==> config.mk <==
export PLATFORM = sky130hd
export DESIGN_NAME = dslm_top
export DESIGN_NICKNAME = d
export VERILOG_FILES = /design/src/logic/dslm_pkg.sv /design/src/logic/dslm_persist.sv /design/src/logic/dslm_inrush_life.sv /design/src/logic/dslm_top.sv
export SDC_FILE = /design/constraint.sdc
export NUM_CORES = 1
export LEC_CHECK = 0
export ABC_AREA = 1
export BUFFER_PORTS_ARGS = -buffer_cell sky130_fd_sc_hd__buf_2
export CORE_MARGIN = 2
export CORE_UTILIZATION = 49
export DETAILED_ROUTE_END_ITERATION = 12
export PLACE_DENSITY = 0.88
export SLEW_MARGIN = 25
export SYNTH_ARGS = -nofsm -noshare
export SYNTH_HDL_FRONTEND = slang
export SYNTH_SLANG_ARGS = --single-unit
==> constraint.sdc <==
create_clock -name sys_clk_i -period 5.1 [get_ports sys_clk_i]
set_clock_uncertainty 0.05 [all_clocks]
set_input_delay 0.255 -clock sys_clk_i [delete_from_list [all_inputs] [get_ports sys_clk_i]]
set_output_delay 0.255 -clock sys_clk_i [all_outputs]
set_load 0.05 [all_outputs]
==> src/logic/dslm_pkg.sv <==
// Purpose: Shared constants and carriers for the drive status and life monitor words.
// Assumes: 50 MHz system clock, synchronous active-low reset.
// Notes: Both monitor words are read-only and refreshed every clock.
// Behaviour
// Flag bits read 1 on, 0 off
// Status bit 5 follows stall-prevention overload
// Bit 6 set at frequency threshold, reverse separate
// Bit 7 set when protection trips output
// Bit 9 set on internal safety-circuit fault
// Bit 12: current above level beyond persistence
// Bit 13: current near zero beyond persistence
// Bits 10,11,14: edit, network command, ready
// Unused bits always read zero
// Life word bits 0-7 hold fault code
// Bit 8: control capacitor life below 10%
// Bit 9: main capacitor below 85% measured
// Operator starts measurement; completion reads 3
// Bit 10: fan speed at or below 50%
// Inrush closures lower life; alarm at 900000
// Life alarms clear after part replacement
// Bit 12: heatsink near 85% overheat temperature
// Bit 13 shows alarm display state
// Bit 15: maintenance timer reaches alarm time
// Alarm time 9999 disables maintenance alarm
package dslm_pkg;

    // ----------------------------------------------------------------
    // Status word bit positions
    // ----------------------------------------------------------------
    localparam int ST_OVERLOAD = 5;
    localparam int ST_FREQ_DET = 6;
    localparam int ST_FAULT = 7;
    localparam int ST_SAFETY = 9;
    localparam int ST_EDIT = 10;
    localparam int ST_NETCMD = 11;
    localparam int ST_CUR_DET = 12;
    localparam int ST_ZERO_CUR = 13;
    localparam int ST_READY = 14;

    // ----------------------------------------------------------------
    // Fault and life word bit positions
    // ----------------------------------------------------------------
    localparam int LF_CODE_LSB = 0;
    localparam int LF_CTRL_CAP = 8;
    localparam int LF_MAIN_CAP = 9;
    localparam int LF_FAN = 10;
    localparam int LF_INRUSH = 11;
    localparam int LF_HEATSINK = 12;
    localparam int LF_ALARM_DISP = 13;
    localparam int LF_MAINT = 15;

    // ----------------------------------------------------------------
    // Thresholds and counts
    // ----------------------------------------------------------------
    localparam logic [6:0] LIFE_FULL_PCT = 7'h64;        // 100 %
    localparam logic [6:0] CTRL_CAP_ALARM_PCT = 7'h0a;   // 10 %
    localparam logic [6:0] MAIN_CAP_ALARM_PCT = 7'h55;   // 85 %
    localparam logic [6:0] FAN_ALARM_PCT = 7'h32;        // 50 %
    localparam logic [6:0] HEATSINK_ALARM_PCT = 7'h55;   // 85 %
    localparam logic [6:0] INRUSH_ALARM_PCT = 7'h0a;     // 10 %
    localparam logic [13:0] INRUSH_STEP_CLOSURES = 14'h2710; // 10000 per 1 %
    localparam logic [15:0] MAINT_DISABLE = 16'h270f;    // 9999
    localparam logic [1:0] CAP_MEAS_START = 2'h1;
    localparam logic [1:0] CAP_MEAS_DONE = 2'h3;
    localparam logic [15:0] PERSIST_DEFAULT = 16'h0032;  // cycles

    // ----------------------------------------------------------------
    // Carriers
    // ----------------------------------------------------------------
    typedef struct packed {
        logic overload;
        logic stall_active;
        logic reverse;
        logic [15:0] out_freq;
        logic [15:0] fwd_thresh;
        logic [15:0] rev_thresh;
        logic tripped;
        logic safety_fault;
        logic edit_enabled;
        logic net_command;
        logic [7:0] fault_code;
        logic alarm_display;
    } dslm_drive_t;

    typedef struct packed {
        logic [6:0] ctrl_cap_pct;
        logic cap_measure_valid;
        logic [6:0] main_cap_pct;
        logic [6:0] fan_speed_pct;
        logic [6:0] heatsink_pct;
        logic inrush_closure;
        logic ctrl_cap_replaced;
        logic main_cap_replaced;
        logic fan_replaced;
        logic inrush_replaced;
        logic [15:0] maint_hours;
        logic [15:0] maint_alarm_time;
    } dslm_life_t;

    function automatic logic pct_below(input logic [6:0] v, input logic [6:0] lim);
        return v < lim;
    endfunction

endpackage

==> src/logic/dslm_persist.sv <==
// Purpose: Sets a flag once a condition has held longer than a set time.
// Assumes: Condition comes from same-clock logic.
// Notes: Flag falls as soon as the condition drops.
`timescale 1ns/10ps
`default_nettype none
module dslm_persist (
    input wire logic sys_clk_i,
    input wire logic rst_n_i,
    input wire logic cond_i,
    input wire logic [15:0] persist_i,
    output logic flag_o
);
    typedef struct packed {
        logic [15:0] cnt;
        logic flag;
    } dslm_pers_st_t;

    dslm_pers_st_t st_q;
    dslm_pers_st_t st_d;

    always_comb begin
        st_d = st_q;
        if (!cond_i) begin
            st_d.cnt = 16'h0000;
            st_d.flag = 1'b0;
        end else if (st_q.cnt >= persist_i) begin
            st_d.flag = 1'b1;
        end else begin
            st_d.cnt = st_q.cnt + 16'h0001;
        end
    end

    always_ff @(posedge sys_clk_i) begin
        if (!rst_n_i) begin
            st_q <= '0;
        end else begin
            st_q <= st_d;
        end
    end

    assign flag_o = st_q.flag;
endmodule // dslm_persist
`default_nettype wire

==> src/logic/dslm_inrush_life.sv <==
// Purpose: Counts inrush contact closures and derives remaining life.
// Assumes: One closure pulse per contact ON.
// Notes: Life steps down 1 % every 10000 closures, floor at 0 %.
`timescale 1ns/10ps
`default_nettype none
module dslm_inrush_life (
    input wire logic sys_clk_i,
    input wire logic rst_n_i,
    input wire logic closure_i,
    input wire logic replaced_i,
    output logic [6:0] life_pct_o
);
    typedef struct packed {
        logic [13:0] sub;
        logic [6:0] pct;
    } dslm_inr_st_t;

    dslm_inr_st_t st_q;
    dslm_inr_st_t st_d;

    always_comb begin
        st_d = st_q;
        if (replaced_i) begin
            st_d.sub = 14'h0000;
            st_d.pct = dslm_pkg::LIFE_FULL_PCT;
        end else if (closure_i) begin
            if (st_q.sub == dslm_pkg::INRUSH_STEP_CLOSURES - 14'h0001) begin
                st_d.sub = 14'h0000;
                if (st_q.pct != 7'h00) begin
                    st_d.pct = st_q.pct - 7'h01;
                end
            end else begin
                st_d.sub = st_q.sub + 14'h0001;
            end
        end
    end

    always_ff @(posedge sys_clk_i) begin
        if (!rst_n_i) begin
            st_q.sub <= 14'h0000;
            st_q.pct <= dslm_pkg::LIFE_FULL_PCT;
        end else begin
            st_q <= st_d;
        end
    end

    assign life_pct_o = st_q.pct;
endmodule // dslm_inrush_life
`default_nettype wire

==> src/logic/dslm_top.sv <==
// Purpose: Builds the drive status word and the fault and life word.
// Assumes: All inputs come from same-clock control logic.
// Notes: Words update one clock after their sources, two for the current, capacitor, fan, inrush and ready bits.
`timescale 1ns/10ps
`default_nettype none
module dslm_top (
    input wire logic sys_clk_i,
    input wire logic rst_n_i,
    input wire dslm_pkg::dslm_drive_t drive_i,
    input wire dslm_pkg::dslm_life_t life_i,
    input wire logic cur_above_i,
    input wire logic cur_zero_i,
    input wire logic [15:0] cur_persist_i,
    input wire logic [15:0] zero_persist_i,
    output logic [15:0] drive_status_word_o,
    output logic [15:0] fault_and_life_word_o
);
    // ----------------------------------------------------------------
    // State
    // ----------------------------------------------------------------
    typedef struct packed {
        logic [15:0] status;
        logic [15:0] life;
        logic main_cap_alarm;
        logic ctrl_cap_alarm;
        logic fan_alarm;
        logic ready;
    } dslm_top_st_t;

    dslm_top_st_t st_q;
    dslm_top_st_t st_d;

    logic cur_det;
    logic zero_det;
    logic [6:0] inrush_pct;
    logic [15:0] thresh;

    // ----------------------------------------------------------------
    // Helpers
    // ----------------------------------------------------------------
    dslm_persist u_cur_det (
        .sys_clk_i(sys_clk_i),
        .rst_n_i(rst_n_i),
        .cond_i(cur_above_i),
        .persist_i(cur_persist_i),
        .flag_o(cur_det)
    );

    dslm_persist u_zero_det (
        .sys_clk_i(sys_clk_i),
        .rst_n_i(rst_n_i),
        .cond_i(cur_zero_i),
        .persist_i(zero_persist_i),
        .flag_o(zero_det)
    );

    dslm_inrush_life u_inrush (
        .sys_clk_i(sys_clk_i),
        .rst_n_i(rst_n_i),
        .closure_i(life_i.inrush_closure),
        .replaced_i(life_i.inrush_replaced),
        .life_pct_o(inrush_pct)
    );

    // ----------------------------------------------------------------
    // Word composition
    // ----------------------------------------------------------------
    always_comb begin
        st_d = st_q;
        st_d.ready = 1'b1;
        // Threshold depends on rotation direction
        thresh = drive_i.reverse ? drive_i.rev_thresh : drive_i.fwd_thresh;

        // Control capacitor: sticky until replacement, a live alarm beats the clear
        if (dslm_pkg::pct_below(life_i.ctrl_cap_pct, dslm_pkg::CTRL_CAP_ALARM_PCT)) begin
            st_d.ctrl_cap_alarm = 1'b1;
        end else if (life_i.ctrl_cap_replaced) begin
            st_d.ctrl_cap_alarm = 1'b0;
        end
        // Main capacitor: judged at each completed measurement, which beats the clear
        if (life_i.cap_measure_valid) begin
            st_d.main_cap_alarm = dslm_pkg::pct_below(life_i.main_cap_pct,
                dslm_pkg::MAIN_CAP_ALARM_PCT);
        end else if (life_i.main_cap_replaced) begin
            st_d.main_cap_alarm = 1'b0;
        end
        // Fan: sticky until replacement, a live alarm beats the clear
        if (life_i.fan_speed_pct <= dslm_pkg::FAN_ALARM_PCT) begin
            st_d.fan_alarm = 1'b1;
        end else if (life_i.fan_replaced) begin
            st_d.fan_alarm = 1'b0;
        end

        st_d.status = 16'h0000;
        st_d.status[dslm_pkg::ST_OVERLOAD] = drive_i.stall_active;
        st_d.status[dslm_pkg::ST_FREQ_DET] = drive_i.out_freq >= thresh;
        st_d.status[dslm_pkg::ST_FAULT] = drive_i.tripped;
        st_d.status[dslm_pkg::ST_SAFETY] = drive_i.safety_fault;
        st_d.status[dslm_pkg::ST_EDIT] = drive_i.edit_enabled;
        st_d.status[dslm_pkg::ST_NETCMD] = drive_i.net_command;
        st_d.status[dslm_pkg::ST_CUR_DET] = cur_det;
        st_d.status[dslm_pkg::ST_ZERO_CUR] = zero_det;
        st_d.status[dslm_pkg::ST_READY] = st_q.ready;

        st_d.life = 16'h0000;
        st_d.life[dslm_pkg::LF_CODE_LSB +: 8] = drive_i.fault_code;
        st_d.life[dslm_pkg::LF_CTRL_CAP] = st_q.ctrl_cap_alarm;
        st_d.life[dslm_pkg::LF_MAIN_CAP] = st_q.main_cap_alarm;
        st_d.life[dslm_pkg::LF_FAN] = st_q.fan_alarm;
        st_d.life[dslm_pkg::LF_INRUSH] = inrush_pct <= dslm_pkg::INRUSH_ALARM_PCT;
        st_d.life[dslm_pkg::LF_HEATSINK] = life_i.heatsink_pct >= dslm_pkg::HEATSINK_ALARM_PCT;
        st_d.life[dslm_pkg::LF_ALARM_DISP] = drive_i.alarm_display;
        st_d.life[dslm_pkg::LF_MAINT] = (life_i.maint_alarm_time != dslm_pkg::MAINT_DISABLE) &&
            (life_i.maint_hours >= life_i.maint_alarm_time);
    end

    always_ff @(posedge sys_clk_i) begin
        if (!rst_n_i) begin
            st_q <= '0;
        end else begin
            st_q <= st_d;
        end
    end

    assign drive_status_word_o = st_q.status;
    assign fault_and_life_word_o = st_q.life;
endmodule // dslm_top
`default_nettype wire

# Word-level counts from Yosys, hierarchy flattened
# Cells that the tools add are included.
# word_totals
ff_bits	91
inputBits	166
elab_cells	48
# classes
add_sub_neg	4
n_lt_le_gt_ge	9
n_eq_ne	2
muxes	9
bitwise_logic	1
n_reduce_logical	9
# op_table
operator	count
greater-or-equal comparator 16 bit	4
adder 16 x 1 -> 16 bit, second input constant	2
2-to-1 mux 16 bit	1
!= test 16 x 14 -> 1 bit, second input constant	1
adder 14 x 1 -> 14 bit, second input constant	1
== test 14 bit, second input constant	1
2-to-1 mux 14 bit	1
greater-or-equal comparator 7 bit, second input constant	1
less-or-equal comparator 7 x 4 -> 1 bit, second input constant	1
less-or-equal comparator 7 x 6 -> 1 bit, second input constant	1
< comparator 7 x 4 -> 1 bit, second input constant	1
< comparator 7 bit, second input constant	1
2-to-1 mux 1 bit	7
nonzero test 7 bit	1
subtractor 7 x 1 -> 7 bit, second input constant	1
nonzero test 2 bit	3
AND reduction 2 bit	2
AND reduction 3 bit	1
OR reduction 2 bit	1
logical AND 1 bit	1
inverter 1 bit	1

# Depth between registers and ports, before layout
# depth
ltp_word	2
depth_mapped	14
ltp_nobuf	13

# Hierarchy
# A second synthesis with hierarchy kept.
# hier_totals
hier_cells	894
area_unflattened_um2	6124.6
# modules_own_cells
mod	n_inst	cells_per_inst	area_each_um2
dslm_persist	2	227	1450.1
dslm_top	1	263	1975.6
dslm_inrush_life	1	177	1248.7

# Worst setup path before layout
# No wires, ideal clock.
# synth_path
path_type	input port to flip-flop
startpoint	input drive_i[61] in the netlist's numbering
endpoint	register st_q, in the netlist drive_status_word_o[6]
arrival_ps	1743
required_time_ps	4993
slack_ps	3250
stages	10
path_cell_list	buf_2 > buf_2 > mux2i_1 > ha_1 > nand2_1 > nor4_1 > nand2_1 > nand3_1 > nand2_1 > inv_1
# synth_between
elab_chain_cells	2
# synth_rtl
element	line_no	source
start, declared	dslm_top.sv:9	input wire dslm_pkg::dslm_drive_t drive_i,
2-to-1 mux 16 bit	dslm_top.sv:72	thresh = drive_i.reverse ? drive_i.rev_thresh : drive_i.fwd_thresh;
greater-or-equal comparator 16 bit	dslm_top.sv:96	st_d.status[dslm_pkg::ST_FREQ_DET] = drive_i.out_freq >= thresh;
end signal, assigned	dslm_top.sv:121	st_q <= st_d;
end, declared	dslm_top.sv:30	dslm_top_st_t st_q;
# Every way passes these cells.
# A chain may end at the register's enable or synchronous reset.

# Worst setup path after layout
# layout_path
startpoint	register u_cur_det.st_q[8] in the netlist's numbering
endpoint	register u_cur_det.st_q[15] in the netlist's numbering
# layout_between
elab_chain_cells	1
elab_cells_between_ends	2
cone_classes	add/sub (1); order compare (1)
# layout_rtl
element	line_no	source
start, declared	dslm_persist.sv:18	dslm_pers_st_t st_q;
start signal, assigned	dslm_persist.sv:37	st_q <= st_d;
adder 16 x 1 -> 16 bit or greater-or-equal comparator 16 bit (tied branches)	dslm_persist.sv:29, dslm_persist.sv:26	
# Several ways; a longest one is shown, not always the timed one.

==> flow_metrics.env <==
export IMPL_status="finished, final reports clean"
export IMPL_p_leak_nw=3.88
export IMPL_cts_tree="yes"
export IMPL_die_area_sq_mm=0.0135
export IMPL_core_sq_mm=0.0122
export IMPL_worst_slew_pin_slew_ps=857
export IMPL_whs_endpoint="fault_and_life_word_o[4]$_SDFF_PN0_"
export IMPL_drc=0
export IMPL_critPathLaunchType="flip-flop"
export IMPL_die_w_um=116
export IMPL_r2r_slack_ps=2830
export IMPL_place_area_sq_mm=0.00715
export IMPL_final_max_slew_viol_count=0
export IMPL_clk_latency_ps=340
export IMPL_netlist_area_sq_mm=0.00616
export IMPL_finalCritPeriodShare_pct=44.6
export IMPL_tns_ps=0
export IMPL_yosysWarnings=0
export IMPL_ir_drop_v=0.000149
export IMPL_regArea_sq_mm=0.00166
export IMPL_maxSlewHeadroom_pct=42.7
export IMPL_dr_pass1_iters=4
export IMPL_synth_cells=866
export IMPL_finalSetupViolations=0
export IMPL_drive_gt1_share_pct=28.1
export IMPL_initial_utilization_pct=50.7
export IMPL_fill_cells=1111
export IMPL_cts_hold_buf=0
export IMPL_multi_input_area_sq_mm=0.00379
export IMPL_worstPathArrival_ps=2430
export IMPL_grt_pass1_vias=5552
export IMPL_grt_max_degree=21
export IMPL_synthTopCellsByCount="201 x nand2_1, 137 x inv_1, 83 x dfxtp_1"
export IMPL_synth_ff_type="dfxtp_1"
export IMPL_place_hpwl_um=11800
export IMPL_diodes=0
export IMPL_crit_start="u_cur_det.st_q[8]$_SDFFE_PN0N_"
export IMPL_ys_types=46
export IMPL_avgSynthCellArea_sq_um=7.12
export IMPL_grt_overflow_total=0
export IMPL_holdPathStages=3
export IMPL_cts_resized=0
export IMPL_clkTransAtPathRegs_ps=60
export IMPL_final_setup_worst_slack_ps=2830
export IMPL_seq_area_frac_synth_pct=27.0
export IMPL_cts_buffers=9
export IMPL_yosys_area_top_type="dfxtp_1"
export IMPL_cp_required_ps=5260
export IMPL_via_per_inst=4.91
export IMPL_gp_congestion=0.871
export IMPL_drt_iter0_markers=277
export IMPL_cts_buffer_depth=2
export IMPL_port_buffers=187
export IMPL_design_area_sq_mm=0.00744
export IMPL_layout_min_cycle_time_ps=2270
export IMPL_r2r_start="u_cur_det.st_q[8]$_SDFFE_PN0N_"
export IMPL_fin_nets=1284
export IMPL_grt_first_pass_wirelength_um=23700
export IMPL_critPathMaxFanout=20
export IMPL_critPathKind="reg2reg"
export IMPL_synth_edf_count=0
export IMPL_grt_total_usage_pct=21.9
export IMPL_powerDensity_mw_per_mm2=211
export IMPL_synthArstFlopShare_pct=0
export IMPL_boundaryPins=198
export IMPL_dp_slack_ps=2910
export IMPL_r2r_end="u_cur_det.st_q[15]$_SDFFE_PN0N_"
export IMPL_ant_nets=0
export IMPL_antenna_found_initial=0
export IMPL_hold_class="in2reg"
export IMPL_synth_seq_cells=83
export IMPL_cp_end_kind="flip-flop"
export IMPL_cts_sinks=83
export IMPL_drv_cap=0
export IMPL_htree_levels=3
export IMPL_hold_violations=0
export IMPL_holdCritStartpoint="drive_i[5]"
export IMPL_synth_area_top_cells="dfxtp_1 27%, ha_1 14%, nand2_1 12%"
export IMPL_synth_top_cell_area_share_pct=27.0
export IMPL_vias=5990
export IMPL_syn_to_final_growth_pct=20.8
export IMPL_rows=40
export IMPL_clock_fmax_ghz=0.440
export IMPL_reg2reg_depth=11
export IMPL_routedWlPerCell_um=12.1
export IMPL_grt_setup_unrepaired="false"
export IMPL_dieHeight_um=116
export IMPL_cts_root_buf="clkbuf_16"
export IMPL_synth_most_common_cell="nand2_1"
export IMPL_routed_wirelength_um=14800
export IMPL_cts_setup_buffers=0
==> per-stage QoR <==
| stage | hold WS (ps) | std cells | power, W | util, % |
|---|---|---|---|---|
| 5_1_grt | 40.4 | 1221 | 0.00165 | 61.2 |
| 3_3_place_gp | 343 | 1206 | 0.000931 | 58.8 |
| 6_report | 43.7 | 1221 | 0.00157 | 61.2 |
| 2_1_floorplan | 233 | 873 | 0.000841 | - |
| 4_1_cts | 30.6 | 1221 | 0.00159 | 61.2 |
| 3_5_place_dp | 359 | 1206 | 0.000939 | 58.8 |
==> critical path, cell delays in order, from the launching register on <==
cell,delay (ps)
dfxtp_1,480
ha_1,300
nand2_1,70
inv_1,50
nand2_1,70
nor2_1,50
nor2_1,70
nand2_1,70
nand2_2,370
nand2_2,320
nand2_1,170
a21oi_2,60
==> cells in the final DEF, fill, tap and decap left out, drive strengths merged, types with 2 or more instances in the layout <==
cell type and instances:
clkbuf 11, nand2 224, buf 188, xnor2 6, dfxtp 83, xor2 13, a31oi 2, a21oi 65
o21ai 19, clkinv 2, nor2 81, mux2i 15, ha 69, inv 144, or2 2, nand3 69
nand4 22, nor4 3, nor3 16, conb 8
==> power by group <==
| group | internal, W | switching (W) | total [W] |
|---|---|---|---|
| Sequential | 0.000661 | 0.00000644 | 0.000668 |
| Combinational | 0.000103 | 0.000152 | 0.000255 |
| Clock | 0.000390 | 0.000256 | 0.000646 |
| Total | 0.00115 | 0.000415 | 0.00157 |
==> routing by layer <==
layer	part of all wire (%)	vias to the layer above	GRT usage, %
li1	-	3131	-
met1	42	2630	24.6
met2	49	206	41.1
met3	7.2	23	4.15
met4	1.9	0	8.33
met5	0	-	0
==> state kept, by name (all words and copies together), names as in the netlist <==
register               cells
u_zero_det.st_q           16
u_cur_det.flag_o           1
u_inrush.life_pct_o        7
fault_and_life_word_o     15
u_cur_det.st_q            16
st_d                       4
drive_status_word_o        9
u_zero_det.flag_o          1
u_inrush.st_q             14
==> logic make-up (layout without fill, tap and decap cells) <==
| group | count (synthesis) | in the layout | synth area share, % |
|---|---|---|---|
| mux | 16 | 16 | 2.62 |
| other cells | 1 | 8 | 0.0609 |
| flops | 83 | 83 | 27.0 |
| buf+inv | 167 | 347 | 11.9 |
| xor+xnor | 19 | 19 | 2.70 |
| simple gates | 418 | 418 | 32.1 |
| fa+ha+maj | 69 | 69 | 14.0 |
| compound gates | 93 | 93 | 9.58 |
==> worst max-delay path by stage <==
| stage | end | slack [ps] | depth (start not counted) |
|---|---|---|---|
| floorplan | drive_status_word_o[6]$_SDFF_PN0_ | 3250 | 10 |
| global placement | u_cur_det.flag_o$_SDFFE_PN0P_ | 2980 | 11 |
| detailed placement | u_cur_det.st_q[15]$_SDFFE_PN0N_ | 2910 | 11 |
| CTS | u_cur_det.st_q[15]$_SDFFE_PN0N_ | 2860 | 11 |
| global route | u_cur_det.st_q[5]$_SDFFE_PN0N_ | 2640 | 11 |
| finish | u_cur_det.st_q[15]$_SDFFE_PN0N_ | 2830 | 11 |
==> layout make-up <==
| type | count | share of cell area, % |
|---|---|---|
| clock buffers | 11 | 3.26 |
| clock inverters | 4 | 0.689 |
| inverters | 144 | 7.26 |
| multi-input cells | 623 | 51.0 |
| flip-flops and latches | 83 | 22.3 |
| well taps | 168 | 2.82 |
| repair buffers | 188 | 12.7 |
No activity file was read; power rests on OpenSTA's default activity.
